--- src/hdl/ifte_regs.svh ---
// Offsets, vectors and codes of the integer fault and trap exception unit
// Overview of operation
// RULE1: Write bus error raises access fault at once
// RULE2: Single read or first line beat faults immediately
// RULE3: Later line beat aborts; faults only if wanted
// RULE4: Prefetch bus error held until data used
// RULE5: Change of flow discards pending prefetch error; the code keeps it when a bus error also terminates in that cycle
// RULE6: Translation protection or residency fault raises access fault
// RULE7: Cache miss searches; bad search faults on retry
// RULE8: Wait for idle, take highest, drop lower
// RULE9: Access faults reported after pending instructions complete
// RULE10: Data fault aborts, waits for running prefetch
// RULE11: Access fault: copy status, supervisor, vector 2
// RULE12: Access frame: offset, status, pc, address, writebacks
// RULE13: Up to three pending write-backs are stacked
// RULE14: Double bus fault halts, status outputs 5
// RULE15: Halted: no memory activity until external reset
// RULE16: Odd prefetch: address error, no bus cycle
// RULE17: Other exceptions from completion go first
// RULE18: Address error uses vector 3, bit0 cleared
// RULE19: Address error inside fault processing halts
// RULE20: Trap vectors 5, 6, 7 by instruction
// RULE21: Unconditional trap vector is 32 plus n
// RULE22: Trap frame: next pc; trapping pc except unconditional
// RULE23: Vector address is base plus vector times four
`ifndef IFTE_REGS_SVH
`define IFTE_REGS_SVH
`define IFTE_REG_VBR    8'h00
`define IFTE_REG_STAT   8'h04
`define IFTE_REG_VEC    8'h08
`define IFTE_REG_FADDR  8'h0c
`define IFTE_VEC_AF     8'h02
`define IFTE_VEC_AE     8'h03
`define IFTE_VEC_DIV    8'h05
`define IFTE_VEC_CHK    8'h06
`define IFTE_VEC_CONDITIONAL_TRAP_INSTR 8'h07
`define IFTE_VEC_TRAPN  8'h20
`define IFTE_PST_RUN    4'h0
`define IFTE_PST_HALT   4'h5
`define IFTE_SR_T1      15
`define IFTE_SR_T0      14
`define IFTE_SR_S       13
`endif

--- src/hdl/ifte_pkg.sv ---
// Types of the integer fault and trap exception unit
package ifte_pkg;
  typedef enum logic [1:0] {ST_RUN, ST_DRAIN, ST_STACK, ST_HALT} ifte_st_t;
  typedef enum logic [1:0] {CY_WRITE, CY_READ, CY_LINE, CY_FETCH} ifte_cyc_t;
  typedef enum logic [2:0] {TK_DIV, TK_CHK, TK_DUAL_BOUNDS_CHECK_INSTR, TK_CONDITIONAL_TRAP_INSTR, TK_FLOAT_CONDITIONAL_TRAP_INSTR,
                            TK_OVERFLOW_TRAP_INSTR, TK_TRAPN} ifte_trap_t;
  typedef enum logic [1:0] {EX_AF, EX_AE, EX_TRAP} ifte_ex_t;
  typedef struct packed {
    ifte_st_t    st;
    ifte_ex_t    ek;
    logic        af_pend;
    logic        af_data;
    logic [31:0] af_pc;
    logic [31:0] af_addr;
    logic        ae_pend;
    logic [31:0] ae_pc;
    logic [31:0] ae_addr;
    logic        tr_pend;
    logic        tr_has;
    logic [7:0]  tr_vec;
    logic [31:0] tr_pc;
    logic [31:0] tr_next;
    logic        pf_err;
    logic [31:0] pf_addr;
    logic        srch_bad;
    logic [31:0] vector_base_register;
    logic        wr_vbr;
    logic [31:0] rdata;
    logic        rdy;
    logic        resp;
    logic        start;
    logic        pf_go;
    logic        abort;
    logic        line_abort;
    logic        srch_req;
    logic        freeze;
    logic        sdata;
    logic [7:0]  vnum;
    logic [31:0] vaddr;
    logic [9:0]  vofs;
    logic [15:0] fr_sr;
    logic [15:0] new_sr;
    logic [31:0] fr_pc;
    logic [31:0] fr_addr;
    logic        fr_has;
    logic [1:0]  fr_wb;
    logic        halt;
    logic [3:0]  pst;
  } ifte_state_t;
endpackage

--- src/hdl/ifte_unit.sv ---
// Integer fault and trap exception unit with AHB-Lite register slave
//
// Decided for this implementation: the AHB-Lite register port and the register addresses.
`timescale 1ns/1ps
`default_nettype none
`include "ifte_regs.svh"
module ifte_unit (
  input  wire logic        REF_CLK_I,
  input  wire logic        NRST_I,
  input  wire logic        HSEL_I,
  input  wire logic [31:0] HADDR_I,
  input  wire logic [1:0]  HTRANS_I,
  input  wire logic        HWRITE_I,
  input  wire logic [2:0]  HSIZE_I,
  input  wire logic [31:0] HWDATA_I,
  input  wire logic        HREADY_I,
  output logic      [31:0] HRDATA_O,
  output logic             HREADYOUT_O,
  output logic             HRESP_O,
  input  wire logic [15:0] STATUS_WORD_I,
  input  wire logic [31:0] EXEC_PC_I,
  input  wire logic        BUS_ERROR_INPUT_I,
  input  wire logic        CYC_DONE_I,
  input  wire logic [1:0]  CYC_KIND_I,
  input  wire logic [1:0]  CYC_BEAT_I,
  input  wire logic        CYC_WANTED_I,
  input  wire logic [31:0] CYC_ADDR_I,
  input  wire logic        PF_REQ_I,
  input  wire logic [31:0] PF_ADDR_I,
  input  wire logic        PF_USE_I,
  input  wire logic        FLOW_CHANGE_I,
  input  wire logic        XLAT_FAULT_I,
  input  wire logic        XLAT_DATA_I,
  input  wire logic [31:0] XLAT_ADDR_I,
  input  wire logic        ATC_MISS_I,
  input  wire logic        SEARCH_DONE_I,
  input  wire logic        SEARCH_BAD_I,
  input  wire logic        RETRY_I,
  input  wire logic        TRAP_I,
  input  wire logic [2:0]  TRAP_KIND_I,
  input  wire logic [3:0]  TRAP_N_I,
  input  wire logic [31:0] TRAP_PC_I,
  input  wire logic [31:0] NEXT_PC_I,
  input  wire logic        PIPE_IDLE_I,
  input  wire logic        PENDING_DONE_I,
  input  wire logic        PF_BUSY_I,
  input  wire logic [1:0]  WB_PENDING_I,
  input  wire logic        STACK_DONE_I,
  input  wire logic        RTE_LOAD_I,
  input  wire logic        RESET_SEQ_I,
  output logic             PF_GO_O,
  output logic             ABORT_O,
  output logic             LINE_ABORT_O,
  output logic             SEARCH_REQ_O,
  output logic             FREEZE_O,
  output logic             EXC_START_O,
  output logic      [7:0]  VEC_NUM_O,
  output logic      [31:0] VEC_ADDR_O,
  output logic             VEC_SUPER_DATA_O,
  output logic      [9:0]  FRAME_VOFS_O,
  output logic      [15:0] FRAME_SR_O,
  output logic      [15:0] NEW_STATUS_WORD_O,
  output logic      [31:0] FRAME_PC_O,
  output logic      [31:0] FRAME_ADDR_O,
  output logic             FRAME_ADDR_VALID_O,
  output logic      [1:0]  FRAME_WB_CNT_O,
  output logic             HALT_O,
  output logic      [3:0]  PROCESSOR_STATUS_OUTPUTS_O
);

  // ****************************************
  // Helpers
  // ****************************************
  function automatic logic [9:0] vec_ofs(input logic [7:0] v);
    vec_ofs = {v, 2'b00};
  endfunction

  function automatic logic [31:0] vec_adr(input logic [31:0] b, input logic [7:0] v);
    vec_adr = b + {22'h0, vec_ofs(v)};
  endfunction

  function automatic logic [15:0] sup_sr(input logic [15:0] sr);
    logic [15:0] r;
    r = sr;
    r[`IFTE_SR_T1] = 1'b0;
    r[`IFTE_SR_T0] = 1'b0;
    r[`IFTE_SR_S] = 1'b1;
    sup_sr = r;
  endfunction

  function automatic logic [7:0] trap_vec(input ifte_pkg::ifte_trap_t k, input logic [3:0] tn);
    case (k)
      ifte_pkg::TK_DIV:  trap_vec = `IFTE_VEC_DIV;
      ifte_pkg::TK_CHK,
      ifte_pkg::TK_DUAL_BOUNDS_CHECK_INSTR: trap_vec = `IFTE_VEC_CHK;
      ifte_pkg::TK_TRAPN: trap_vec = `IFTE_VEC_TRAPN + {4'h0, tn};
      default:           trap_vec = `IFTE_VEC_CONDITIONAL_TRAP_INSTR;
    endcase
  endfunction

  // ****************************************
  // State
  // ****************************************
  ifte_pkg::ifte_state_t state_ff;
  ifte_pkg::ifte_state_t nxt_state;
  ifte_pkg::ifte_cyc_t   cyc;
  ifte_pkg::ifte_trap_t  tk;
  logic                  berr;
  logic                  take_ok;
  logic                  bus_acc;
  logic                  dbl;
  logic [7:0]            v;
  logic [7:0]            ra;

  always_comb begin
    nxt_state = state_ff;
    cyc = ifte_pkg::ifte_cyc_t'(CYC_KIND_I);
    tk = ifte_pkg::ifte_trap_t'(TRAP_KIND_I);
    berr = BUS_ERROR_INPUT_I && CYC_DONE_I;
    v = `IFTE_VEC_AE;
    ra = HADDR_I[7:0];
    nxt_state.start = 1'b0;
    nxt_state.pf_go = 1'b0;
    nxt_state.abort = 1'b0;
    nxt_state.line_abort = 1'b0;
    nxt_state.srch_req = 1'b0;
    nxt_state.rdy = 1'b1;
    nxt_state.resp = 1'b0;

    // ****************************************
    // Register slave, zero wait states
    // ****************************************
    bus_acc = HSEL_I && HREADY_I && HTRANS_I[1];
    nxt_state.wr_vbr = bus_acc && HWRITE_I && HADDR_I[31:0] == {24'h0, `IFTE_REG_VBR};
    if (state_ff.wr_vbr) begin
      nxt_state.vector_base_register = HWDATA_I;
    end
    if (bus_acc && !HWRITE_I) begin
      nxt_state.rdata = 32'h0;
      if (HADDR_I[31:8] == 24'h0) begin
        case (ra)
          `IFTE_REG_VBR:   nxt_state.rdata = state_ff.wr_vbr ? HWDATA_I : state_ff.vector_base_register;
          `IFTE_REG_STAT:  nxt_state.rdata = {24'h0, state_ff.halt, state_ff.srch_bad,
                                              state_ff.pf_err, state_ff.tr_pend,
                                              state_ff.ae_pend, state_ff.af_pend,
                                              state_ff.st};
          `IFTE_REG_VEC:   nxt_state.rdata = {24'h0, state_ff.vnum};
          `IFTE_REG_FADDR: nxt_state.rdata = state_ff.fr_addr;
          default:         nxt_state.rdata = 32'h0;
        endcase
      end
    end

    // ****************************************
    // Sequencing
    // ****************************************
    take_ok = PIPE_IDLE_I && PENDING_DONE_I               // RULE8 RULE9
              && !(state_ff.af_data && PF_BUSY_I);        // RULE10
    dbl = 1'b0;
    case (state_ff.st)
      ifte_pkg::ST_RUN: begin
      end
      ifte_pkg::ST_DRAIN: begin
        if (take_ok) begin
          // Trap from completing work beats faults
          if (state_ff.tr_pend) begin                     // RULE17
            v = state_ff.tr_vec;                          // RULE20 RULE21
            nxt_state.ek = ifte_pkg::EX_TRAP;
            nxt_state.fr_pc = state_ff.tr_next;           // RULE22
            nxt_state.fr_addr = state_ff.tr_pc;
            nxt_state.fr_has = state_ff.tr_has;
            nxt_state.fr_wb = 2'h0;
          end else if (state_ff.af_pend) begin
            v = `IFTE_VEC_AF;                             // RULE11
            nxt_state.ek = ifte_pkg::EX_AF;
            nxt_state.fr_pc = state_ff.af_pc;             // RULE12
            nxt_state.fr_addr = state_ff.af_addr;
            nxt_state.fr_has = 1'b1;
            nxt_state.fr_wb = WB_PENDING_I;               // RULE13
          end else begin
            v = `IFTE_VEC_AE;                             // RULE18
            nxt_state.ek = ifte_pkg::EX_AE;
            nxt_state.fr_pc = state_ff.ae_pc;
            nxt_state.fr_addr = {state_ff.ae_addr[31:1], 1'b0};
            nxt_state.fr_has = 1'b1;
            nxt_state.fr_wb = 2'h0;
          end
          // Lower ones come back through restart
          nxt_state.tr_pend = 1'b0;                       // RULE8
          nxt_state.af_pend = 1'b0;
          nxt_state.af_data = 1'b0;
          nxt_state.ae_pend = 1'b0;
          nxt_state.vnum = v;
          nxt_state.vofs = vec_ofs(v);
          nxt_state.vaddr = vec_adr(state_ff.vector_base_register, v);     // RULE23
          nxt_state.sdata = 1'b1;
          nxt_state.fr_sr = STATUS_WORD_I;
          nxt_state.new_sr = sup_sr(STATUS_WORD_I);       // RULE11 RULE20
          nxt_state.start = 1'b1;
          nxt_state.st = ifte_pkg::ST_STACK;
        end
      end
      ifte_pkg::ST_STACK: begin
        // Bus or address error while stacking a fault
        dbl = state_ff.ek != ifte_pkg::EX_TRAP
              && (berr || (PF_REQ_I && PF_ADDR_I[0]));    // RULE14 RULE19
        if (STACK_DONE_I) begin
          nxt_state.st = ifte_pkg::ST_RUN;
          nxt_state.sdata = 1'b0;
        end
      end
      ifte_pkg::ST_HALT: begin
      end
      default: nxt_state.st = ifte_pkg::ST_RUN;
    endcase
    if ((RTE_LOAD_I || RESET_SEQ_I) && (berr || (PF_REQ_I && PF_ADDR_I[0]))) begin
      dbl = 1'b1;                                         // RULE14 RULE19
    end

    // ****************************************
    // Event capture, set wins over take
    // ****************************************
    if (state_ff.st == ifte_pkg::ST_RUN || state_ff.st == ifte_pkg::ST_DRAIN) begin
      if (berr) begin
        case (cyc)
          ifte_pkg::CY_WRITE,
          ifte_pkg::CY_READ: begin
            nxt_state.af_pend = 1'b1;                     // RULE1 RULE2
            nxt_state.af_data = 1'b1;
            nxt_state.af_addr = CYC_ADDR_I;
            nxt_state.af_pc = EXEC_PC_I;
            nxt_state.abort = 1'b1;                       // RULE10
          end
          ifte_pkg::CY_LINE: begin
            nxt_state.line_abort = CYC_BEAT_I != 2'h0;    // RULE3
            if (CYC_BEAT_I == 2'h0 || CYC_WANTED_I) begin
              nxt_state.af_pend = 1'b1;                   // RULE2 RULE3
              nxt_state.af_data = 1'b1;
              nxt_state.af_addr = CYC_ADDR_I;
              nxt_state.af_pc = EXEC_PC_I;
              nxt_state.abort = 1'b1;
            end
          end
          default: begin
            nxt_state.pf_err = 1'b1;                      // RULE4
            nxt_state.pf_addr = CYC_ADDR_I;
          end
        endcase
      end else if (FLOW_CHANGE_I) begin
        nxt_state.pf_err = 1'b0;                          // RULE5
      end
      if (PF_USE_I && state_ff.pf_err && !FLOW_CHANGE_I) begin
        nxt_state.pf_err = berr && cyc == ifte_pkg::CY_FETCH; // RULE4
        nxt_state.af_pend = 1'b1;
        nxt_state.af_addr = state_ff.pf_addr;
        nxt_state.af_pc = EXEC_PC_I;
      end
      if (XLAT_FAULT_I) begin
        nxt_state.af_pend = 1'b1;                         // RULE6
        nxt_state.af_data = nxt_state.af_data || XLAT_DATA_I;
        nxt_state.af_addr = XLAT_ADDR_I;
        nxt_state.af_pc = EXEC_PC_I;
        nxt_state.abort = nxt_state.abort || XLAT_DATA_I;
      end
      nxt_state.srch_req = ATC_MISS_I;                    // RULE7
      if (SEARCH_DONE_I) begin
        nxt_state.srch_bad = SEARCH_BAD_I;
      end
      if (RETRY_I && state_ff.srch_bad) begin
        nxt_state.srch_bad = SEARCH_DONE_I && SEARCH_BAD_I; // RULE7
        nxt_state.af_pend = 1'b1;
        nxt_state.af_addr = XLAT_ADDR_I;
        nxt_state.af_pc = EXEC_PC_I;
      end
      if (PF_REQ_I) begin
        if (PF_ADDR_I[0]) begin
          nxt_state.ae_pend = 1'b1;                       // RULE16
          nxt_state.ae_addr = PF_ADDR_I;
          nxt_state.ae_pc = EXEC_PC_I;
        end else begin
          nxt_state.pf_go = 1'b1;
        end
      end
      if (TRAP_I) begin
        nxt_state.tr_pend = 1'b1;                         // RULE20
        nxt_state.tr_vec = trap_vec(tk, TRAP_N_I);        // RULE21
        nxt_state.tr_has = tk != ifte_pkg::TK_TRAPN;      // RULE22
        nxt_state.tr_pc = TRAP_PC_I;
        nxt_state.tr_next = NEXT_PC_I;
      end
      if (state_ff.st == ifte_pkg::ST_RUN
          && (nxt_state.af_pend || nxt_state.ae_pend || nxt_state.tr_pend)) begin
        nxt_state.st = ifte_pkg::ST_DRAIN;                // RULE8
      end
    end

    // ****************************************
    // Halt on double bus fault or address error in fault processing
    // ****************************************
    if (dbl || state_ff.st == ifte_pkg::ST_HALT) begin
      nxt_state.st = ifte_pkg::ST_HALT;                   // RULE15
      nxt_state.halt = 1'b1;
      nxt_state.pst = `IFTE_PST_HALT;                     // RULE14
      nxt_state.pf_go = 1'b0;
      nxt_state.abort = 1'b0;
      nxt_state.srch_req = 1'b0;
      nxt_state.start = 1'b0;
      nxt_state.sdata = 1'b0;
    end else begin
      nxt_state.pst = `IFTE_PST_RUN;
    end
    nxt_state.freeze = nxt_state.st != ifte_pkg::ST_RUN;
  end

  always_ff @(posedge REF_CLK_I or negedge NRST_I) begin
    if (!NRST_I) begin
      state_ff <= '0;
    end else begin
      state_ff <= nxt_state;
    end
  end

  // ****************************************
  // Outputs
  // ****************************************
  assign HRDATA_O = state_ff.rdata;
  assign HREADYOUT_O = state_ff.rdy;
  assign HRESP_O = state_ff.resp;
  assign PF_GO_O = state_ff.pf_go;
  assign ABORT_O = state_ff.abort;
  assign LINE_ABORT_O = state_ff.line_abort;
  assign SEARCH_REQ_O = state_ff.srch_req;
  assign FREEZE_O = state_ff.freeze;
  assign EXC_START_O = state_ff.start;
  assign VEC_NUM_O = state_ff.vnum;
  assign VEC_ADDR_O = state_ff.vaddr;
  assign VEC_SUPER_DATA_O = state_ff.sdata;
  assign FRAME_VOFS_O = state_ff.vofs;
  assign FRAME_SR_O = state_ff.fr_sr;
  assign NEW_STATUS_WORD_O = state_ff.new_sr;
  assign FRAME_PC_O = state_ff.fr_pc;
  assign FRAME_ADDR_O = state_ff.fr_addr;
  assign FRAME_ADDR_VALID_O = state_ff.fr_has;
  assign FRAME_WB_CNT_O = state_ff.fr_wb;
  assign HALT_O = state_ff.halt;
  assign PROCESSOR_STATUS_OUTPUTS_O = state_ff.pst;

  logic running;
  assign running = state_ff.st == ifte_pkg::ST_RUN;
endmodule // ifte_unit
`default_nettype wire

--- config.mk ---
export PLATFORM = sky130hd
export DESIGN_NAME = ifte_unit
export DESIGN_NICKNAME = d
export VERILOG_FILES = /design/src/hdl/ifte_pkg.sv /design/src/hdl/ifte_unit.sv
export VERILOG_INCLUDE_DIRS = /design/src /design/src/hdl
export SDC_FILE = /design/constraint.sdc
export NUM_CORES = 1
export LEC_CHECK = 0
export ABC_AREA = 1
export BUFFER_PORTS_ARGS = -buffer_cell sky130_fd_sc_hd__buf_2
export CORE_AREA = 2 2 200 202
export CTS_CLUSTER_DIAMETER = 40
export DETAILED_ROUTE_END_ITERATION = 6
export DIE_AREA = 0 0 202 204
export PLACE_DENSITY = 0.82
export SYNTH_ARGS = -nofsm -noshare
export SYNTH_HDL_FRONTEND = slang
export SYNTH_SLANG_ARGS = --single-unit
--- constraint.sdc ---
create_clock -name REF_CLK_I -period 4.95 [get_ports REF_CLK_I]
set_input_delay 0.99 -clock REF_CLK_I [delete_from_list [all_inputs] [get_ports REF_CLK_I]]
set_output_delay 0.99 -clock REF_CLK_I [all_outputs]
set_load 0.05 [all_outputs]
==> impl_results.md, run 1 <==
* Num ports at slightly above 500
* Antenna violations before repair at 24
* Number of global-route vias before repair at roughly 18000
* Clk_skew at about 28 ps
* H-tree depth at 2
* Post-DP HPWL at approximately 46000 um
* Clock Path Buffers at 3
* CTS tree: done
* Drt drc at 4
* Max Cap Viol at 0
* Tot GR Track Use at 31.8%
* Root Driver: clkbuf_16
* Synthesis-to-layout area growth at 16.8%
* Crit start category: flip-flop
* Slew margin rel. at approximately 19%
* Die W at 202 um
* Failing checks: design-rule violations
* ANT nets after route at 0
* Cts bufs inserted at 58
* Worst EP arrival at approximately 3500 ps
* Final instance area at 24700 um^2
* GP Congestion at 0.917
* Ys flop type: dfrtp_1
* Synthesized area at roughly 21000 um^2
* Worst-path clk slew at roughly 60 ps
* Hold crit path type: input port to asynchronous set/reset pin
* Layout cells sized above 1 at 23.6%
* CTS Hold Bufs at 0
* Worst setup endpoint: state_ff[441]
* Final hold slack at 388 ps
* Number of distinct library cells after synthesis at 42
* R2r setup slk at between 1500 and 2000 ps
* RSZ-0062 raised after global routing: false
* Max-slew violation count at 0
* Setup ws final at between 1500 and 2000 ps
* CTS sink cnt at between 400 and 500
* Number of buffers inserted by port buffering at just under 500
* Lkg Pwr at approximately 13 nW
* Status: complete, but fails checks
* Setup_tns at 0 ps
* Post-synthesis sequential area ratio at around 51%
* Ys Warns at 0
* Final WL at ~66000 um
* Cell Area, Placed at 22600 um^2
* Syn avg cell area at ~8.4 um^2
* Core Area at around 40000 um^2
* Crit Path Max Fanout at 96
* Setup crit start: state_ff[261]
* Rows at 73
* Die area at around 41000 um^2
* Post-CTS Setup Inserts at 0
* CP Data Required Time at about 5400 ps
* Worst-case setup slack after placement at 1450 ps
* Final Hold Viols at 0
* Total power at roughly 10 mW
* Critical setup path kind: flip-flop to flip-flop
* Die height at 204 um
* Crit Reg-Reg Endpoint: state_ff[441]
* Global route overflow at 0
* Least-Margin Pin Slew at 1210 ps
* Starting Density at 54.0%
* Worst-case reg-to-reg path depth at 12
* Clock latency at the later pin of the worst-skew pair at 610 ps
* Synthesized netlist cell count at approximately 2500
* Post-synth EDFFs at 0
* Register bit count reported by yosys at about 440
* Final setup vio count at 0
* Fillers at approximately 3300
* Share of synthesized flip-flops with an asynchronous set or reset at 100%
* Maximum vdd ir drop at approximately 0.00034 V
* Worst r2r src: state_ff[261]
* Initial drt markers at roughly 1700
* Drt first pass iters at 7
* PwrDens at just over 400 nW/um^2
* Period utilisation layout at between 60% and 70%
* Nets at 3107
* Drt wl/cell at just under 20 um
* Largest net degree at the start of global routing at 97
* Setup crit end kind: flip-flop
* Vias/cell at between 5 and 6
* Fmax at around 330 MHz
* Minimum clock period at between 3000 and 4000 ps
* Vias at ~18000
* First-pass GRT wire length at ~100000 um
* Post_cts resized at 0
-- sequential cells by signal, summed over array words and instances, names as in the netlist, 2 cells and up --
name,count
FRAME_ADDR_O,32
state_ff,272
FRAME_WB_CNT_O,2
HRDATA_O,32
FRAME_PC_O,32
VEC_NUM_O,5
FRAME_SR_O,16
VEC_ADDR_O,32
-- metal layers --
metal | up-vias | global-route usage [%] | part of all wire [%]
met5 | - | 0 | 0.14
met4 | 14 | 14.8 | 4.3
met3 | 159 | 6.87 | 9.0
met2 | 938 | 51.4 | 47
met1 | 8710 | 41.2 | 39
li1 | 8470 | - | -
-- where the power goes --
group	total [mW]	internal, mW	switching, mW
clock network	4.37	2.67	1.70
logic	1.44	0.418	1.02
registers	4.17	3.92	0.243
-- per-stage QoR --
stage	util, %	cells
after global placement	57.8	3248
final	63.1	3373
after detailed placement	57.8	3248
after global routing	63.1	3368
after CTS	63.0	3355
after floorplan	-	2519
-- layout by cell type (no fill, tap or decap), types with 58 or more instances in the layout --
cell       instances
mux2_1            61
nand3_1          199
inv_1            132
o21ai_1           93
buf_2            490
nor2_1            59
dfrtp_1          434
nand2_1          918
clkbuf_16         58
o21ai_0          101
-- worst min path at each step --
stage,slack (ps),cells past startpoint,endpoint
3_3_place_gp,450,1,NEW_STATUS_WORD_O[13]
3_5_place_dp,460,2,state_ff[262]
6_report,390,1,FRAME_PC_O[1]
4_1_cts,390,1,VEC_NUM_O[0]
5_1_grt,420,1,FRAME_SR_O[3]
2_1_floorplan,440,1,NEW_STATUS_WORD_O[13]
-- Yosys cell counts, types with 5 or more instances --
master    instances  share of area [%]
nor3_1            6               0.14
buf_6             5               0.27
mux2_1           61                3.2
nand3_1         199                4.7
xor2_1            6               0.25
nand2_1         918                 16
xnor2_1           5               0.21
o21ai_0         101                2.4
mux2_2           11               0.59
inv_2            18               0.32
buf_1             8               0.14
o21ai_1          93                2.2
buf_4           187                6.6
a22o_1           26                1.1
a21oi_1          20               0.47
o211ai_1         50                1.8
dfrtp_1         435                 51
nor2_1           61                1.1
inv_1           132                2.3
buf_2            52                1.2
nand4_1          10               0.30
ha_1              9               0.53
clkbuf_1         59                1.0
-- critical path, cell delays in order (launching register included) --
cell and delay (ps):
dfrtp_1 550, nand2_1 150, nor2_4 90, buf_4 350, inv_2 380, nand3_2 250
inv_2 70, nor2_4 70, buf_4 350, clkinv_2 130, buf_12 250, nand2_1 130
o21ai_1 80
-- cell families after synthesis --
kind of cell | share of synthesized area (%)
buffers and inverters | 12.0
and+or+nand+nor | 23.3
AOI/OAI and AO/OA | 8.32
adders and majority gates | 0.627
DFF | 51.4
muxes | 3.83
other | 0.0355
xor gates and xnor gates | 0.455
-- area by class of cell --
| type | instances | area [um^2] | area share (%) |
|---|---|---|---|
| inverter | 150 | 569 | 2.30 |
| clock inverter | 35 | 448 | 1.81 |
| tap | 525 | 657 | 2.66 |
| timing repair buffer | 515 | 2700 | 10.9 |
| clock buffer | 72 | 1580 | 6.41 |
| sequential | 435 | 10900 | 44.0 |
| antenna | 18 | 45.0 | 0.182 |
| multi-input combinational | 1623 | 7840 | 31.7 |
(Power assumes the default switching activity.)
==> run 2: changes to the inputs <==
--- a/config.mk
+++ b/config.mk
@@ -8,11 +8,11 @@
 export LEC_CHECK = 0
 export ABC_AREA = 1
 export BUFFER_PORTS_ARGS = -buffer_cell sky130_fd_sc_hd__buf_2
-export CORE_AREA = 2 2 200 202
+export CORE_AREA = 2 2 201 203
 export CTS_CLUSTER_DIAMETER = 40
 export DETAILED_ROUTE_END_ITERATION = 6
-export DIE_AREA = 0 0 202 204
-export PLACE_DENSITY = 0.82
+export DIE_AREA = 0 0 203 205
+export PLACE_DENSITY = 0.81
 export SYNTH_ARGS = -nofsm -noshare
 export SYNTH_HDL_FRONTEND = slang
 export SYNTH_SLANG_ARGS = --single-unit
==> constraint.sdc (replaced) <==
create_clock -name REF_CLK_I -period 3 [get_ports REF_CLK_I]
set_input_delay 0.6 -clock REF_CLK_I [delete_from_list [all_inputs] [get_ports REF_CLK_I]]
set_output_delay 0.6 -clock REF_CLK_I [all_outputs]
set_load 0.05 [all_outputs]
==> run 2 against run 1 <==
Against the previous run:
- the flow now finishes without violations
- clock skew is essentially flat
- wire length increased by 0.46%
- sequential power up 65%
- first-iteration DRC count shrank 6.4%
- critical endpoint is now VEC_ADDR_O[8]
- global-route usage barely moved
- maximum frequency up 19%
- final cell count increased by 0.53%
==> impl_results.md, run 2 (synthesis results as in run 1) <==
* Setup_tns at 0 ps
* CP Data Required Time at ~3500 ps
* Cells on Worst Hold Path at 3
* PwrDens at between 600 and 700 nW/um^2
* WP depth at 11
* Drt wl/cell at 19.5 um
* Minimum clock period at roughly 2600 ps
* Critical setup path kind: flip-flop to flip-flop
* Crit-path cells: inv_2, o21ai_0, inv_1, ha_1, fa_1, nand3_1, nand2_1, a21oi_1, buf_4, xor2_1, o21ai_0
* Maximum vdd ir drop at 0.000551 V
* Final Hold Viols at 0
* Crit path max-delay cell type: fa_1
* Post-DP HPWL at 47700 um
* First-pass GRT wire length at ~100000 um
* Hold crit path type: input port to flip-flop
* Hold_sp: TRAP_PC_I[1]
* Setup crit end kind: flip-flop
* Status: completed
* Cts bufs inserted at between 50 and 60
* Crit Reg-Reg Endpoint: VEC_ADDR_O[8]
* Max Cap Viol at 0
* Top reg by flops: state_ff
* CTS tree: done
* Cell family with most CP delay: adder cells
* Final hold slack at roughly 190 ps
* Worst r2r src: state_ff[335]
* Hold Path Sink: state_ff[295]
* Number of global-route vias before repair at 18100
* Worst EP arrival at 3020 ps
* Seq. cell area at around 11000 um^2
* Crit Path Max Fanout at 6
* Period utilisation layout at a little under nine tenths
* Initial drt markers at between 1500 and 2000
* Drt drc at 0
* Most used cell, CP: o21ai_0
* Starting Density at 53.8%
* Least-Margin Pin Slew at ~950 ps
* RSZ-0062 raised after global routing: false
* Worst-path clk slew at roughly 70 ps
* Layout cells sized above 1 at between 20% and 30%
* ANT nets after route at 0
* Leading cell type in the layout, fill and taps excluded: nand2_1
* Multi-input gate area at 7830 um^2
* CTS sink cnt at between 400 and 500
* Die area at approximately 42000 um^2
* Rows at 73
* Worst-case reg-to-reg path depth at 11
* Core Area at around 40000 um^2
* Crit start category: flip-flop
* R2r setup slk at ~430 ps
* Final instance area at approximately 25000 um^2
* Clock latency at the later pin of the worst-skew pair at 610 ps
* Final WL at between 60000 and 70000 um
* Slowest stage delay, CP at ~470 ps
* Clk_skew at ~28 ps
* Commonest non-fill, non-tap cells in the layout: 918 x nand2_1, 490 x buf_2, 434 x dfrtp_1, 199 x nand3_1, 132 x inv_1
* Tot GR Track Use at 31.8%
* Die W at around 200 um
* Final setup vio count at 0
* Largest net degree at the start of global routing at 88
* Die height at about 210 um
* Synthesis-to-layout area growth at 17.8%
* Nets at 3128
* Max reg flops at roughly 270
* H-tree depth at 2
* Clock Path Buffers at 3
* Antenna violations before repair at 24
* Number of buffers inserted by port buffering at around 490
* Global route overflow at 0
* Bufs and invs on worst path at 3
* Vias at 18400
* Max-slew violation count at 0
* Cell Area, Placed at approximately 23000 um^2
* Num ports at roughly 510
* GP Congestion at 0.964
* Fillers at ~3300
* Fmax at between 300 and 400 MHz
* Drt first pass iters at 6
* Vias/cell at around 5.4
* Lkg Pwr at between 10 and 15 nW
* Slew margin rel. at ~36%
* Root Driver: clkbuf_16
==> run 2: worst register-to-register path, delay by kind of cell (launching register included) <==
family	cells	cell delay, ps
adders and majority gates	2	740
DFF	1	410
and+or+nand+nor	2	210
buffers and inverters	3	330
AOI/OAI and AO/OA	3	570
xor gates and xnor gates	1	160
==> run 2: cell type report <==
cell class                      count  area share [%]
Antenna cell                       14           0.141
Sequential cell                   435            43.7
Multi-Input combinational cell   1623            31.4
Inverter                          150            2.27
Clock buffer                       73            6.41
Tap cell                          525            2.63
Timing Repair Buffer              536            11.8
Clock inverter                     35            1.71
==> run 2: how the worst max path moves through the flow <==
| stage | startpoint | to | slack, ps |
|---|---|---|---|
| 4_1_cts | state_ff[335] | VEC_ADDR_O[8] | 470 |
| 5_1_grt | state_ff[335] | VEC_ADDR_O[24] | 200 |
| 2_1_floorplan | state_ff[335] | VEC_ADDR_O[24] | 750 |
| 3_5_place_dp | state_ff[335] | VEC_ADDR_O[8] | 480 |
| 3_3_place_gp | state_ff[335] | VEC_ADDR_O[24] | 480 |
| 6_report | state_ff[335] | VEC_ADDR_O[8] | 430 |
==> run 2: what timing repair did <==
item                                   4_1_cts  5_1_grt
endpoints found under the hold margin       56        0
gates resized for setup                      0        0
setup endpoints to repair                    0        0
hold buffers                                 1        0
buffers inserted                             0        0
==> run 2: where the power goes <==
part / leakage (nW) / internal [mW] / switching, mW
registers: 5.55 / 6.47 / 0.403
logic: 7.01 / 0.706 / 1.70
clock network: 0.990 / 4.42 / 2.76
total: 13.5 / 11.6 / 4.85
==> run 2: through the flow <==
stage                     utilization (%)  setup slack, ps  power, mW  std cells
after floorplan                         -              750       8.60       2519
after global placement               58.1              484       9.25       3268
after detailed placement             58.1              478       9.34       3268
after CTS                            63.2              467       16.5       3377
final                                63.3              434       16.5       3391
after global routing                 63.3              202       17.1       3389
==> run 2: layer usage <==
layer | vias to the layer above | wire length (um) | GRT usage [%]
li1 | 8489 | - | -
met1 | 8834 | 26700 | 42.4
met2 | 906 | 31600 | 51.6
met3 | 161 | 5430 | 6.57
met4 | 16 | 2430 | 12.2
met5 | - | 104 | 0
==> run 3: changes to the inputs <==
--- a/config.mk
+++ b/config.mk
@@ -12,7 +12,7 @@
 export CTS_CLUSTER_DIAMETER = 40
 export DETAILED_ROUTE_END_ITERATION = 6
 export DIE_AREA = 0 0 203 205
-export PLACE_DENSITY = 0.81
+export PLACE_DENSITY = 0.76
 export SYNTH_ARGS = -nofsm -noshare
 export SYNTH_HDL_FRONTEND = slang
 export SYNTH_SLANG_ARGS = --single-unit
==> run 3 against run 2 <==
Against the previous run:
- clock skew fell by 7.8 ps
- maximum frequency fell by 6.1%
- setup slack got worse by 170 ps
- sequential share of layout area fell by 0.15 points
- total power rose by 0.39%
- combinational power barely moved
==> impl_results.md, run 3 (synthesis results as in run 1) <==
* Drt wl/cell at between 15 and 20 um
* Fmax at around 370 MHz
* Clk_skew at 19.8 ps
* Cell Area, Placed at between 20000 and 25000 um^2
* Rows at 73
* Lkg Pwr at around 14 nW
* Minimum clock period at around 2700 ps
* Hold crit path type: input port to asynchronous set/reset pin
* Vias at 18300
* ANT nets after route at 0
* CTS tree: done
* Crit Path Max Fanout at 60
* Post-CTS Setup Inserts at 0
* Initial drt markers at between 1500 and 2000
* Post-DP HPWL at between 40000 and 50000 um
* Vias/cell at 5.39
* Root Driver: clkbuf_16
* Commonest non-fill, non-tap cells in the layout: 918 x nand2_1, 490 x buf_2, 434 x dfrtp_1, 199 x nand3_1, 132 x inv_1
* GP Congestion at approximately 0.94
* Final Hold Viols at 0
* Largest net degree at the start of global routing at between 100 and 150
* Clock Path Buffers at 3
* RSZ-0062 raised after global routing: false
* CP Data Required Time at between 3000 and 4000 ps
* Synthesis-to-layout area growth at 18.2%
* Nets at approximately 3100
* Slowest stage delay, CP at roughly 600 ps
* Crit-path cells: inv_1, ha_1, nor2_2, inv_2, nand3_4, buf_4, buf_4, nand2_1, o21ai_1
* CTS sink cnt at between 400 and 500
* Crit start category: flip-flop
* Status: completed
* Max Cap Viol at 0
* Crit Reg-Reg Endpoint: state_ff[399]
* Leading cell type in the layout, fill and taps excluded: nand2_1
* Die W at approximately 200 um
* First-pass GRT wire length at 99600 um
* Critical setup path kind: flip-flop to flip-flop
* H-tree depth at 2
* Top reg by flops: state_ff
* Worst-case reg-to-reg path depth at 9
* Num ports at between 500 and 600
* Worst-path clk slew at ~60 ps
* Final setup vio count at 0
* Drt drc at 0
* Global route overflow at 0
* Most used cell, CP: buf_4
* Core Area at 39400 um^2
* Worst EP arrival at approximately 3300 ps
* Die height at between 200 and 250 um
* Max-slew violation count at 0
* Least-Margin Pin Slew at 906 ps
* Number of global-route vias before repair at between 15000 and 20000
* Final instance area at between 20000 and 30000 um^2
* PwrDens at roughly 660 nW/um^2
* Max reg flops at roughly 270
* Setup_tns at 0 ps
* Slew margin rel. at between 30% and 40%
* Antenna violations before repair at 17
* CTS Hold Bufs at 0
* Period utilisation layout at 91.1%
* Bufs and invs on worst path at 4
* Die area at around 42000 um^2
* Final WL at between 60000 and 70000 um
* Post_cts resized at 0
* R2r setup slk at around 270 ps
* Number of buffers inserted by port buffering at just under 500
* Cell family with most CP delay: buffers and inverters
* Drt first pass iters at 6
* Setup crit end kind: flip-flop
* Crit path max-delay cell type: buf_4
* Maximum vdd ir drop at about 0.00060 V
* Starting Density at between 50% and 60%
* Clock latency at the later pin of the worst-skew pair at around 620 ps
* Tot GR Track Use at between 30% and 40%
* Layout cells sized above 1 at between 20% and 30%
* Worst r2r src: state_ff[470]
* Cts bufs inserted at a little under 60
-- run 3: layer usage --
layer / vias to the layer above / track usage [%] / routed length [um]
met5: - / 0 / 45
met4: 8 / 14.6 / 2640
met3: 150 / 6.01 / 5410
met2: 853 / 49.2 / 30200
met1: 8770 / 42.1 / 27400
li1: 8504 / - / -
-- run 3: cell type report --
| type | instances | area [um^2] |
|---|---|---|
| inverters | 150 | 569 |
| diodes | 13 | 32.5 |
| multi-input cells | 1623 | 7830 |
| well taps | 525 | 657 |
| clock inverters | 39 | 483 |
| fillers | 3357 | 14300 |
| repair buffers | 540 | 2990 |
| clock buffers | 70 | 1580 |
| flip-flops and latches | 435 | 10900 |
-- run 3: metrics by stage --
stage,power [mW],std cells,hold slack (ps),utilization (%),setup WS [ps]
floorplan,8.60,2519,304,-,750
global placement,9.27,3273,447,58.2,345
detailed placement,9.33,3273,449,58.2,349
CTS,16.6,3382,40.0,63.5,284
global route,17.1,3393,80.2,63.5,64.4
finish,16.5,3395,6.31,63.6,266
-- run 3: worst register-to-register path: cells and delay by family (launching register included) --
kind | cells | cell delay (ps)
compound gates | 1 | 130
flops | 1 | 470
fa+ha+maj | 1 | 270
buf+inv | 4 | 1340
simple gates | 3 | 450
-- run 3: worst max path at each step --
stage | startpoint | end | slack, ps | cells past startpoint
final | state_ff[470] | state_ff[399] | 270 | 9
after detailed placement | state_ff[470] | state_ff[371] | 350 | 8
after global placement | state_ff[335] | VEC_ADDR_O[24] | 340 | 13
after floorplan | state_ff[335] | VEC_ADDR_O[24] | 750 | 15
after global routing | state_ff[469] | state_ff[399] | 60 | 9
after CTS | state_ff[470] | state_ff[399] | 280 | 9
-- run 3: report_power, final --
| part | internal [mW] | switching (mW) |
|---|---|---|
| Sequential | 6.47 | 0.387 |
| Combinational | 0.717 | 1.68 |
| Clock | 4.42 | 2.83 |
| Total | 11.6 | 4.90 |
